[src/verilog/ucm_pkg.sv]
package ucm_pkg;
  // character and table geometry
  localparam int          CHAR_W       = 8;
  localparam int          NUM_ENTRIES  = 8;
  localparam int          ENTRY_W      = 16;
  localparam int          IDX_W        = 3;
  localparam int          END_BIT      = 15;
  localparam int          REJECT_BIT   = 14;
  localparam int          MASK_TOP_HI  = 15;
  localparam int          MASK_TOP_LO  = 14;
  // apb register map, byte addresses
  localparam int          ADDR_W       = 8;
  localparam logic [7:0]  OFF_TABLE    = 8'h00;
  localparam logic [7:0]  OFF_TABLE_LAST = 8'h1c;
  localparam logic [7:0]  OFF_MASK     = 8'h20;
  localparam logic [7:0]  OFF_RECEIVED_CTRL_CHAR_REG     = 8'h24;
  localparam logic [7:0]  OFF_STATUS   = 8'h28;
  localparam logic [7:0]  OFF_INTMASK  = 8'h2c;
  localparam logic [7:0]  OFF_CTRL     = 8'h30;
  localparam int          WORD_SHIFT   = 2;
  // interrupt status layout
  localparam int          EVT_W        = 2;
  localparam int          EVT_CLOSE    = 0;
  localparam int          EVT_REJECT   = 1;
  // control register layout
  localparam int          CTRL_ENABLE  = 0;
  // reset values
  localparam logic [15:0] ENTRY_RESET  = 16'h8000;
  localparam logic [15:0] MASK_RESET   = 16'hc0ff;
  localparam logic [7:0]  CHAR_RESET   = 8'h00;
  localparam logic [1:0]  EVT_RESET    = 2'h0;
  localparam logic [31:0] DATA_ZERO    = 32'h0000_0000;

  // masked comparison of one entry against a received character
  function automatic logic ucm_char_match(input logic [15:0] entry,
                                          input logic [15:0] mask,
                                          input logic [7:0]  ch);
    ucm_char_match = (((entry[CHAR_W-1:0] ^ ch) & mask[CHAR_W-1:0]) == 8'h00);
  endfunction
endpackage

[src/verilog/ucm_match_if.sv]
`timescale 1ns/1ps
`default_nettype none
interface ucm_match_if;
  logic [ucm_pkg::NUM_ENTRIES-1:0][15:0] table_;
  logic [15:0]                           mask;
  logic [7:0]                            ch;
  logic                                  hit;
  logic                                  reject;
  logic [ucm_pkg::IDX_W-1:0]             hitIdx;
  modport ctl (output table_, mask, ch, input hit, reject, hitIdx);
  modport cmp (input table_, mask, ch, output hit, reject, hitIdx);
endinterface
`default_nettype wire

[src/verilog/ucm_ctrl_char.sv]
`timescale 1ns/1ps
`default_nettype none
module ucm_ctrl_char (
  input  wire logic                        sys_clk,
  input  wire logic                        rstn,
  // apb slave
  input  wire logic                        psel,
  input  wire logic                        penable,
  input  wire logic                        pwrite,
  input  wire logic [ucm_pkg::ADDR_W-1:0]  paddr,
  input  wire logic [31:0]                 pwdata,
  output logic      [31:0]                 prdata,
  output logic                             pready,
  output logic                             pslverr,
  // character stream from the receiver
  input  wire logic [ucm_pkg::CHAR_W-1:0]  rxChar,
  input  wire logic                        rxValid,
  input  wire logic                        bdIntEnable,
  // towards the receive buffer
  output logic      [ucm_pkg::CHAR_W-1:0]  bufData,
  output logic                             bufWrite,
  output logic                             bufClose,
  output logic                             irq
);
  typedef struct packed {
    logic [ucm_pkg::NUM_ENTRIES-1:0][15:0] table_;
    logic [15:0]                           mask;
    logic [ucm_pkg::CHAR_W-1:0]            received_ctrl_char_reg;
    logic [ucm_pkg::EVT_W-1:0]             intMask;
    logic                                  enable;
    logic [ucm_pkg::IDX_W-1:0]             lastIdx;
    logic [31:0]                           prdata;
    logic                                  pready;
    logic                                  pslverr;
    logic [ucm_pkg::CHAR_W-1:0]            bufData;
    logic                                  bufWrite;
    logic                                  bufClose;
    logic [ucm_pkg::EVT_W-1:0]             evt;
    logic [ucm_pkg::EVT_W-1:0]             pendEvt;
  } ucm_top_state_t;

  ucm_top_state_t                st;
  ucm_top_state_t                next_st;
  logic [ucm_pkg::EVT_W-1:0]     status;
  logic                          irqOut;
  logic                          access;
  logic                          done;
  logic                          statusRead;
  logic [ucm_pkg::EVT_W-1:0]     irqEvt;

  ucm_match_if m ();

  // register address decode, shared by read and write paths
  function automatic logic addr_mapped(input logic [ucm_pkg::ADDR_W-1:0] a);
    addr_mapped = (a[ucm_pkg::WORD_SHIFT-1:0] == 2'h0) &&
                  ((a <= ucm_pkg::OFF_TABLE_LAST) || (a == ucm_pkg::OFF_MASK) ||
                   (a == ucm_pkg::OFF_RECEIVED_CTRL_CHAR_REG) || (a == ucm_pkg::OFF_STATUS) ||
                   (a == ucm_pkg::OFF_INTMASK) || (a == ucm_pkg::OFF_CTRL));
  endfunction

  function automatic logic [ucm_pkg::IDX_W-1:0] entry_idx(input logic [ucm_pkg::ADDR_W-1:0] a);
    entry_idx = a[ucm_pkg::WORD_SHIFT +: ucm_pkg::IDX_W];
  endfunction

  // comparison unit sees the live table and the incoming character
  assign m.table_ = st.table_;
  assign m.mask   = st.mask;
  assign m.ch     = rxChar;

  ucm_table_match u_match (
    .m (m)
  );

  // apb phases: pready rises one cycle into the access phase
  assign access     = psel && penable;
  assign done       = access && st.pready;
  assign statusRead = done && !pwrite && (paddr == ucm_pkg::OFF_STATUS);

  // events sampled too late for the read data are set again at the clear
  assign irqEvt     = st.evt | st.pendEvt;

  ucm_irq u_irq (
    .sys_clk (sys_clk),
    .rstn    (rstn),
    .evt     (irqEvt),
    .rdClr   (statusRead),
    .intMask (st.intMask),
    .status  (status),
    .irq     (irqOut)
  );

  // next state: bus slave and character handling
  always_comb begin
    next_st          = st;
    next_st.bufWrite = 1'b0;
    next_st.bufClose = 1'b0;
    next_st.evt      = ucm_pkg::EVT_RESET;
    next_st.pendEvt  = ucm_pkg::EVT_RESET;
    next_st.pready   = 1'b0;
    next_st.pslverr  = 1'b0;

    // answer after one wait cycle, read data captured with pready
    if (access && !st.pready) begin
      next_st.pready  = 1'b1;
      next_st.pslverr = !addr_mapped(paddr);
      next_st.prdata  = ucm_pkg::DATA_ZERO;
      // an event landing while status is sampled must survive the clear
      if (!pwrite && (paddr == ucm_pkg::OFF_STATUS))
        next_st.pendEvt = st.evt;
      if (!pwrite && addr_mapped(paddr)) begin
        if (paddr <= ucm_pkg::OFF_TABLE_LAST)
          next_st.prdata = {16'h0000, st.table_[entry_idx(paddr)]};
        else if (paddr == ucm_pkg::OFF_MASK)
          next_st.prdata = {16'h0000, st.mask};
        else if (paddr == ucm_pkg::OFF_RECEIVED_CTRL_CHAR_REG)
          next_st.prdata = {24'h000000, st.received_ctrl_char_reg};
        else if (paddr == ucm_pkg::OFF_STATUS)
          next_st.prdata = {27'h0000000, st.lastIdx, status};
        else if (paddr == ucm_pkg::OFF_INTMASK)
          next_st.prdata = {30'h00000000, st.intMask};
        else
          next_st.prdata = {31'h00000000, st.enable};
      end
    end

    // writes land only on the completing edge
    if (done && pwrite && addr_mapped(paddr)) begin
      if (paddr <= ucm_pkg::OFF_TABLE_LAST)
        next_st.table_[entry_idx(paddr)] = pwdata[15:0];
      else if (paddr == ucm_pkg::OFF_MASK)
        next_st.mask = pwdata[15:0];
      else if (paddr == ucm_pkg::OFF_INTMASK)
        next_st.intMask = pwdata[ucm_pkg::EVT_W-1:0];
      else if (paddr == ucm_pkg::OFF_CTRL)
        next_st.enable = pwdata[ucm_pkg::CTRL_ENABLE];
    end

    // character handling; recognition off passes all as data
    if (rxValid) begin
      if (st.enable && m.hit) begin
        next_st.lastIdx = m.hitIdx;
        if (m.reject) begin
          next_st.received_ctrl_char_reg                = rxChar;
          next_st.evt[ucm_pkg::EVT_REJECT] = 1'b1;
        end else begin
          next_st.bufData  = rxChar;
          next_st.bufWrite = 1'b1;
          next_st.bufClose = 1'b1;
          next_st.evt[ucm_pkg::EVT_CLOSE] = bdIntEnable;
        end
      end else begin
        next_st.bufData  = rxChar;
        next_st.bufWrite = 1'b1;
      end
    end
  end

  always_ff @(posedge sys_clk or negedge rstn) begin
    if (!rstn) begin
      st          <= '0;
      st.table_   <= {ucm_pkg::NUM_ENTRIES{ucm_pkg::ENTRY_RESET}};
      st.mask     <= ucm_pkg::MASK_RESET;
      st.received_ctrl_char_reg     <= ucm_pkg::CHAR_RESET;
      st.intMask  <= ucm_pkg::EVT_RESET;
      st.bufData  <= ucm_pkg::CHAR_RESET;
    end else begin
      st <= next_st;
    end
  end

  assign prdata   = st.prdata;
  assign pready   = st.pready;
  assign pslverr  = st.pslverr;
  assign bufData  = st.bufData;
  assign bufWrite = st.bufWrite;
  assign bufClose = st.bufClose;
  assign irq      = irqOut;
endmodule
`default_nettype wire

[src/verilog/ucm_irq.sv]
`timescale 1ns/1ps
`default_nettype none
module ucm_irq (
  input  wire logic                      sys_clk,
  input  wire logic                      rstn,
  input  wire logic [ucm_pkg::EVT_W-1:0] evt,
  input  wire logic                      rdClr,
  input  wire logic [ucm_pkg::EVT_W-1:0] intMask,
  output logic      [ucm_pkg::EVT_W-1:0] status,
  output logic                           irq
);
  typedef struct packed {
    logic [ucm_pkg::EVT_W-1:0] status;
    logic                      irq;
  } ucm_irq_state_t;

  ucm_irq_state_t st;
  ucm_irq_state_t next_st;

  // sticky bits, a new event beats the read clear
  always_comb begin
    next_st        = st;
    next_st.status = (rdClr ? ucm_pkg::EVT_RESET : st.status) | evt;
    next_st.irq    = |(next_st.status & intMask);
  end

  always_ff @(posedge sys_clk or negedge rstn) begin
    if (!rstn) begin
      st <= '0;
    end else begin
      st <= next_st;
    end
  end

  assign status = st.status;
  assign irq    = st.irq;
endmodule
`default_nettype wire

[src/verilog/ucm_table_match.sv]
`timescale 1ns/1ps
`default_nettype none
module ucm_table_match (
  ucm_match_if.cmp m
);
  // scan from the first entry, stop at the end marker, first hit wins
  always_comb begin
    logic stop;
    stop     = 1'b0;
    m.hit    = 1'b0;
    m.reject = 1'b0;
    m.hitIdx = '0;
    for (int i = 0; i < ucm_pkg::NUM_ENTRIES; i++) begin
      if (m.table_[i][ucm_pkg::END_BIT])
        stop = 1'b1;
      if (!stop && !m.hit &&
          ucm_pkg::ucm_char_match(m.table_[i], m.mask, m.ch)) begin
        m.hit    = 1'b1;
        m.reject = m.table_[i][ucm_pkg::REJECT_BIT];
        m.hitIdx = ucm_pkg::IDX_W'(i);
      end
    end
  end
endmodule
`default_nettype wire
[config.mk]
export PLATFORM = sky130hd
export DESIGN_NAME = ucm_ctrl_char
export DESIGN_NICKNAME = d
export VERILOG_FILES = /design/src/verilog/ucm_pkg.sv /design/src/verilog/ucm_match_if.sv /design/src/verilog/ucm_ctrl_char.sv /design/src/verilog/ucm_irq.sv /design/src/verilog/ucm_table_match.sv
export SDC_FILE = /design/constraint.sdc
export NUM_CORES = 1
export LEC_CHECK = 0
export BUFFER_PORTS_ARGS = -buffer_cell sky130_fd_sc_hd__buf_2
export CORE_MARGIN = 2
export CORE_UTILIZATION = 50
export CTS_CLUSTER_DIAMETER = 50
export CTS_CLUSTER_SIZE = 20
export DETAILED_ROUTE_END_ITERATION = 12
export PLACE_DENSITY = 0.69
export SLEW_MARGIN = 40
export SYNTH_ARGS = -nofsm -noshare
export SYNTH_HDL_FRONTEND = slang
export SYNTH_HIERARCHICAL = 1
export SYNTH_SLANG_ARGS = --single-unit
[constraint.sdc]
create_clock -name sys_clk -period 7.4 [get_ports sys_clk]
set_input_delay 0.74 -clock sys_clk [delete_from_list [all_inputs] [get_ports sys_clk]]
set_output_delay 0.74 -clock sys_clk [all_outputs]
set_load 0.1 [all_outputs]
==> results.toml, run 1 <==
[cts]
cts-root-buf = "clkbuf_16"
cts.repair.resized = 0
clkTransAtPathRegs_ns = 0.07
htreeDepth = 4
cts.sinks = 193
worstSkewPairLatency_ns = 0.43
cts_tree = "done"
cts_buffer_depth = 2
cts_setup_buffers = 0
numCtsBuffers = 17
hold_buffers = 0

[worst_setup_path]
startpoint = "rxChar[2]"
worst_path_largest_cell_delay_ns = 0.74
endpoint_kind = "flop"
timing.rr.start = "m.table_[34]"
critPathBufInv = 2
path_cells = "buf_2 -> xor2_1 -> a2111oi_0 -> nand4_1 -> nor2_1 -> a211oi_1 -> o31ai_1 -> a21oi_1 -> o22ai_2 -> nand4_1 -> inv_1 -> o21ai_0"
path_delay_family = "compound AO/OA/AOI/OAI gates"
critPathKind = "in2reg"
cp_common_cell = "nand4_1"
r2r_setup_slack_ns = 3.93
crit_arrival_ns = 3.93
crit_required_ns = 7.71
crit_path_end = "st[56]"
cp_max_fo = 11
critical_path.reg2reg.endpoint = "st[56]"
start_kind = "input pin"
slowest_stage = "a2111oi_0"
path_depth = 12
rr_worst_depth = 11

[route]
first_pass_iters = 5
vias = 6545
wl_per_cell_um = 23.5
drt-initial-drc-count = 540
drt-vias-per-instance = 6.04
post-route-drc-count = 0
wirelength_um = 25400
final_antenna_net_count = 0

[power]
power_density_mw_per_mm2 = 198
p_leak_nw = 5.35
ir_drop_mv = 0.136

[place]
dp_slack_ns = 3.50
dp_hpwl_um = 16900
globalplace.congestion = 0.878
placedCellCount = 1050
place.port_buffers = 67

[sta]
post-route-min-period_ns = 3.63
clock.fmax_mhz = 276
tightest_slew_ns = 0.830
setup_viol = 0
setup_slack_ns = 3.77
fin_hold_ws_ns = 0.197
finalSetupTns_ns = 0
rsz0062_at_grt = "false"
fin_skew_ns = 0.00789
relSlewSlack_pct = 44.4
drv_slew = 0
finalHoldViolCount = 0
fin_crit_sh_pct = 49.0

[synthesis]
muxShareOfSynthArea_pct = 26.9
synth_flop_cell = "dfrtp_1"
synth_area_mm2 = 0.0101
yosysWarningCount = 6
synth_top_family_by_area = "multiplexers"
yosys.area.top_type = "dfrtp_1"
synth_edf_count = 0
netlist_instances = 776
ys_seq_elements = 193
syn_area_per_cell_um2 = 13.1
synthTopCellsByArea = "dfrtp_1 43%, mux2_2 17%, mux4_2 7.1%"
synth-xor-area-share_pct = 5.53
async_reset_ff_share_pct = 100
yosys.area_share.simple_pct = 6.94
yosysTopAreaCellShare_pct = 43.2
synth-compound-area-share_pct = 6.88
ys_types = 70
yosysSeqAreaShare_pct = 47.9
synth_fa_ha_area_share_pct = 0

[floorplan]
fp.dieW_um = 146
die_h_um = 146
coreArea_mm2 = 0.0200
io_pins = 100
fp-row-count = 52
start_util_pct = 50.6
die-area_mm2 = 0.0214

[finish]
final_cell_mix = "175 x dfrtp_1, 151 x mux2_2, 66 x buf_2"
final_cells = 1083
drive_above_1_share_pct = 42.8
n_antenna_cell = 0
nets = 855
fin_util_pct = 55.1
areaGrowthSynthToFinish_pct = 8.86
layout_commonest_cell = "dfrtp_1"

[run_status]
status = "completed"

[worst_hold_path]
hold_path_class = "in2async"

[job]
drv_cap = 0

[global_route]
grt_pass1_vias = 6885
grt_usage_pct = 24.8
overflow = 0
grt_max_degree = 112
antenna_found_initial = 0
grt_pass1_wl_um = 40500
==> per-stage QoR <==
stage | power [mW] | cell area (um2)
2_1_floorplan | 1.24 | 10200
3_3_place_gp | 1.29 | 10400
3_5_place_dp | 1.30 | 10400
4_1_cts | 2.20 | 11000
5_1_grt | 2.26 | 11000
6_report | 2.19 | 11000
==> report_power, final <==
group | switching (mW) | total (mW) | leakage, nW | internal, mW
Combinational | 0.165 | 0.211 | 2.47 | 0.0452
Clock | 0.434 | 0.911 | 0.278 | 0.477
Sequential | 0.00445 | 1.07 | 2.60 | 1.06
==> kinds of logic (layout without fill, tap and decap cells) <==
group / Yosys count / after routing
AO/OA/AOI/OAI: 96 / 96
XOR/XNOR: 64 / 64
buffers and inverters: 99 / 121
flip-flops: 193 / 193
multiplexers: 208 / 208
other: 1 / 16
AND/OR/NAND/NOR: 115 / 115
==> worst min-delay path by stage <==
| stage | startpoint | to | cells after the start |
|---|---|---|---|
| global route | rstn | bufData[2] | 1 |
| CTS | rstn | bufWrite | 1 |
| global placement | st[61] | st[61] | 2 |
| finish | rstn | bufData[0] | 1 |
| floorplan | rstn | bufClose | 0 |
| detailed placement | st[57] | st[57] | 2 |
==> sequential cells by signal, indices dropped and copies added (netlist names) <==
name          flops
bufClose          1
bufData           8
bufWrite          1
m.mask           16
m.table_        128
prdata           16
pready            1
pslverr           1
st               18
u_irq/irq         1
u_irq/status      2
==> area by class of cell <==
type / instances / area, um2
Inverter: 11 / 41.3
Clock inverter: 14 / 150
Multi-Input combinational cell: 499 / 4750
Sequential cell: 193 / 4850
Fill cell: 1658 / 9010
Timing Repair Buffer: 78 / 467
Clock buffer: 18 / 429
Tap cell: 270 / 338
==> per-layer routing <==
layer,GRT usage (%),vias up,share of wire [%]
met2,40.1,238,49
li1,-,2824,-
met5,0,-,0
met3,4.19,60,5.1
met1,34.0,3423,43
met4,9.17,0,3.2
==> synth_stat cells (3+ instances only) <==
master,count
a22o_1,3
buf_4,43
a32oi_1,3
nand2b_1,3
dfstp_2,18
mux2i_1,13
o21ai_0,28
buf_2,23
buf_1,4
a21oi_1,6
nor3_2,6
or2_2,3
mux2_4,10
a222oi_1,4
mux2_2,151
clkbuf_1,15
nand3_1,9
nor2_1,12
inv_1,10
nand4_1,6
a22oi_1,27
and3_1,6
xor2_1,64
o21a_1,3
dfrtp_1,175
mux4_2,32
or3_1,3
nor2b_1,7
nand2_1,37
o31ai_1,3
==> worst reg2reg max path: stages, from the launching register on <==
cell       delay [ns]
dfrtp_1          0.40
xor2_1           0.15
a2111oi_0        0.74
nand4_1          0.39
nor2_1           0.19
a211oi_1         0.07
o31ai_1          0.24
a21oi_1          0.08
o22ai_2          0.21
nand4_1          0.35
inv_1            0.40
o21ai_0          0.14
Power figures use the tool's default switching activity.
==> run 2: changes to the inputs <==
--- a/config.mk
+++ b/config.mk
@@ -11,7 +11,7 @@
 export CTS_CLUSTER_DIAMETER = 50
 export CTS_CLUSTER_SIZE = 20
 export DETAILED_ROUTE_END_ITERATION = 12
-export PLACE_DENSITY = 0.69
+export PLACE_DENSITY = 0.72
 export SLEW_MARGIN = 40
 export SYNTH_ARGS = -nofsm -noshare
 export SYNTH_HDL_FRONTEND = slang
==> constraint.sdc (replaced) <==
create_clock -name sys_clk -period 3.1 [get_ports sys_clk]
set_input_delay 0.31 -clock sys_clk [delete_from_list [all_inputs] [get_ports sys_clk]]
set_output_delay 0.31 -clock sys_clk [all_outputs]
set_load 0.1 [all_outputs]
==> run 2 against run 1 <==
Against the previous run:
- routed wire length fell by 0.40%
- critical endpoint is now bufData[5]
- highest routed layer unchanged
- setup slack got worse by 3.7 ns
- critical path depth did not move
- sequential power rose by 140%
- critical path type is now reg2reg
- clock skew rose by 0.0013 ns
- die area did not move
- sequential share of layout area fell by 1.6 points
- final cell count rose by 3.4%
- via count rose by 2.5%
- clock power rose to 2.8 times the previous value
==> results.toml, run 2 (same netlist as run 1, synthesis figures left out) <==
[finish]
top_register = "m.table_"
n_antenna_cell = 0
largest_reg_flops = 128
final_cell_mix = "175 x dfrtp_1, 151 x mux2_2, 66 x buf_2"
biggestRegsByFlops = "m.table_ (128), st (18)"
fin_area_mm2 = 0.0114
nets = 892
drive_above_1_share_pct = 44.9
areaGrowthSynthToFinish_pct = 13.0
final_cells = 1120
layout_commonest_cell = "dfrtp_1"

[place]
place.port_buffers = 67
globalplace.congestion = 0.938
dpl_cell_area_mm2 = 0.0107
dp_slack_ns = 0.0635
dp_hpwl_um = 17000
placedCellCount = 1086

[global_route]
antenna_found_initial = 0
grt_pass1_vias = 6751
grt_pass1_wl_um = 39900
grt_max_degree = 76
grt_usage_pct = 24.6
overflow = 0

[floorplan]
fp-row-count = 52
io_pins = 100
coreArea_mm2 = 0.0200
die_h_um = 146
die-area_mm2 = 0.0214
fp.dieW_um = 146
start_util_pct = 50.6

[cts]
worstSkewPairLatency_ns = 0.43
cts_tree = "done"
htreeDepth = 4
numCtsBuffers = 17
cts-root-buf = "clkbuf_16"
cts.sinks = 193
cts_buffer_depth = 2
clkTransAtPathRegs_ns = 0.07

[route]
wirelength_um = 25300
final_antenna_net_count = 0
drt-initial-drc-count = 693
drt-vias-per-instance = 5.99
first_pass_iters = 4
vias = 6709
wl_per_cell_um = 22.6
post-route-drc-count = 0

[sta]
fin_crit_sh_pct = 96.5
setup_viol = 0
tightest_slew_ns = 0.680
fin_skew_ns = 0.00915
finalHoldViolCount = 0
drv_slew = 0
fin_hold_ws_ns = 0.0999
relSlewSlack_pct = 54.0
post-route-min-period_ns = 2.99
clock.fmax_mhz = 334
setup_slack_ns = 0.110

[worst_setup_path]
crit_arrival_ns = 3.30
start_kind = "flop"
cp_max_fo = 9
crit_required_ns = 3.41
endpoint_kind = "flop"
critPathKind = "reg2reg"

[job]
drv_cap = 0

[power]
ir_drop_mv = 0.334
p_leak_nw = 5.59
power_density_mw_per_mm2 = 488

[worst_hold_path]
hold_path_class = "in2reg"

[run_status]
status = "completed"
## run 2: cell count changes in the layout (fill, tap and decap cells not counted), moves of 2 or more
cell / delta
bufinv_16: +5
buf_12: +4
clkbuf_1: +2
buf_4: +34
or3_2: -2
or3_1: +2
inv_6: -3
## run 2: path summary, 6_finish.rpt
kind	start	end	slack [ns]	depth (start not counted)
worst min register to register	prdata[4]	prdata[4]	0.48	2
worst max register to register	m.table_[84]	bufData[5]	0.11	12
worst min-delay path	bdIntEnable	st[2]	0.1	2
worst max-delay path	m.table_[84]	bufData[5]	0.11	12
min in group asynchronous	rstn	bufData[0]	0.42	2
max in group asynchronous	rstn	m.mask[14]	1.87	3
## run 2: per-layer routing
layer  GRT usage [%]  wire length, um
met4            10.0              838
met5               0                0
met1            34.3            10800
met3            5.06             1950
met2            37.8            11800
## run 2: worst max-delay path, cell delays in order, from the launching register on
cell	delay (ns)
dfrtp_1	0.40
xor2_1	0.18
a22oi_1	0.33
nand4_1	0.28
nor2_4	0.22
mux2_1	0.34
mux2_1	0.30
a21oi_2	0.14
o22ai_2	0.10
nand3_1	0.09
nand2_1	0.09
buf_12	0.15
mux2_2	0.26
## run 2: stage by stage
| step | util (%) | TNS, ns | power [mW] |
|---|---|---|---|
| global placement | 53.5 | 0 | 3.11 |
| detailed placement | 53.5 | 0 | 3.12 |
| floorplan | - | 0 | 2.96 |
| finish | 57.1 | 0 | 5.59 |
| global route | 57.1 | -0.0320 | 5.76 |
| CTS | 57.0 | 0 | 5.61 |
## run 2: what timing repair did
item / in CTS / in global routing
setup buffers: 0 / 1
hold buffers: 1 / 0
resized for setup: 0 / 5
hold endpoints to repair: 51 / 0
setup endpoints to repair: 0 / 17
## run 2: final cells by class
class | count | area (um2)
tap | 270 | 338
clock inverter | 11 | 225
sequential | 193 | 4850
multi-input combinational | 499 | 4770
inverter | 11 | 41.3
fill | 1590 | 8590
clock buffer | 21 | 450
timing repair buffer | 115 | 769
## run 2: where the power goes
group	internal, mW	switching (mW)	total, mW
sequential	2.54	0.0106	2.55
clock	1.55	0.967	2.51
combinational	0.126	0.401	0.527
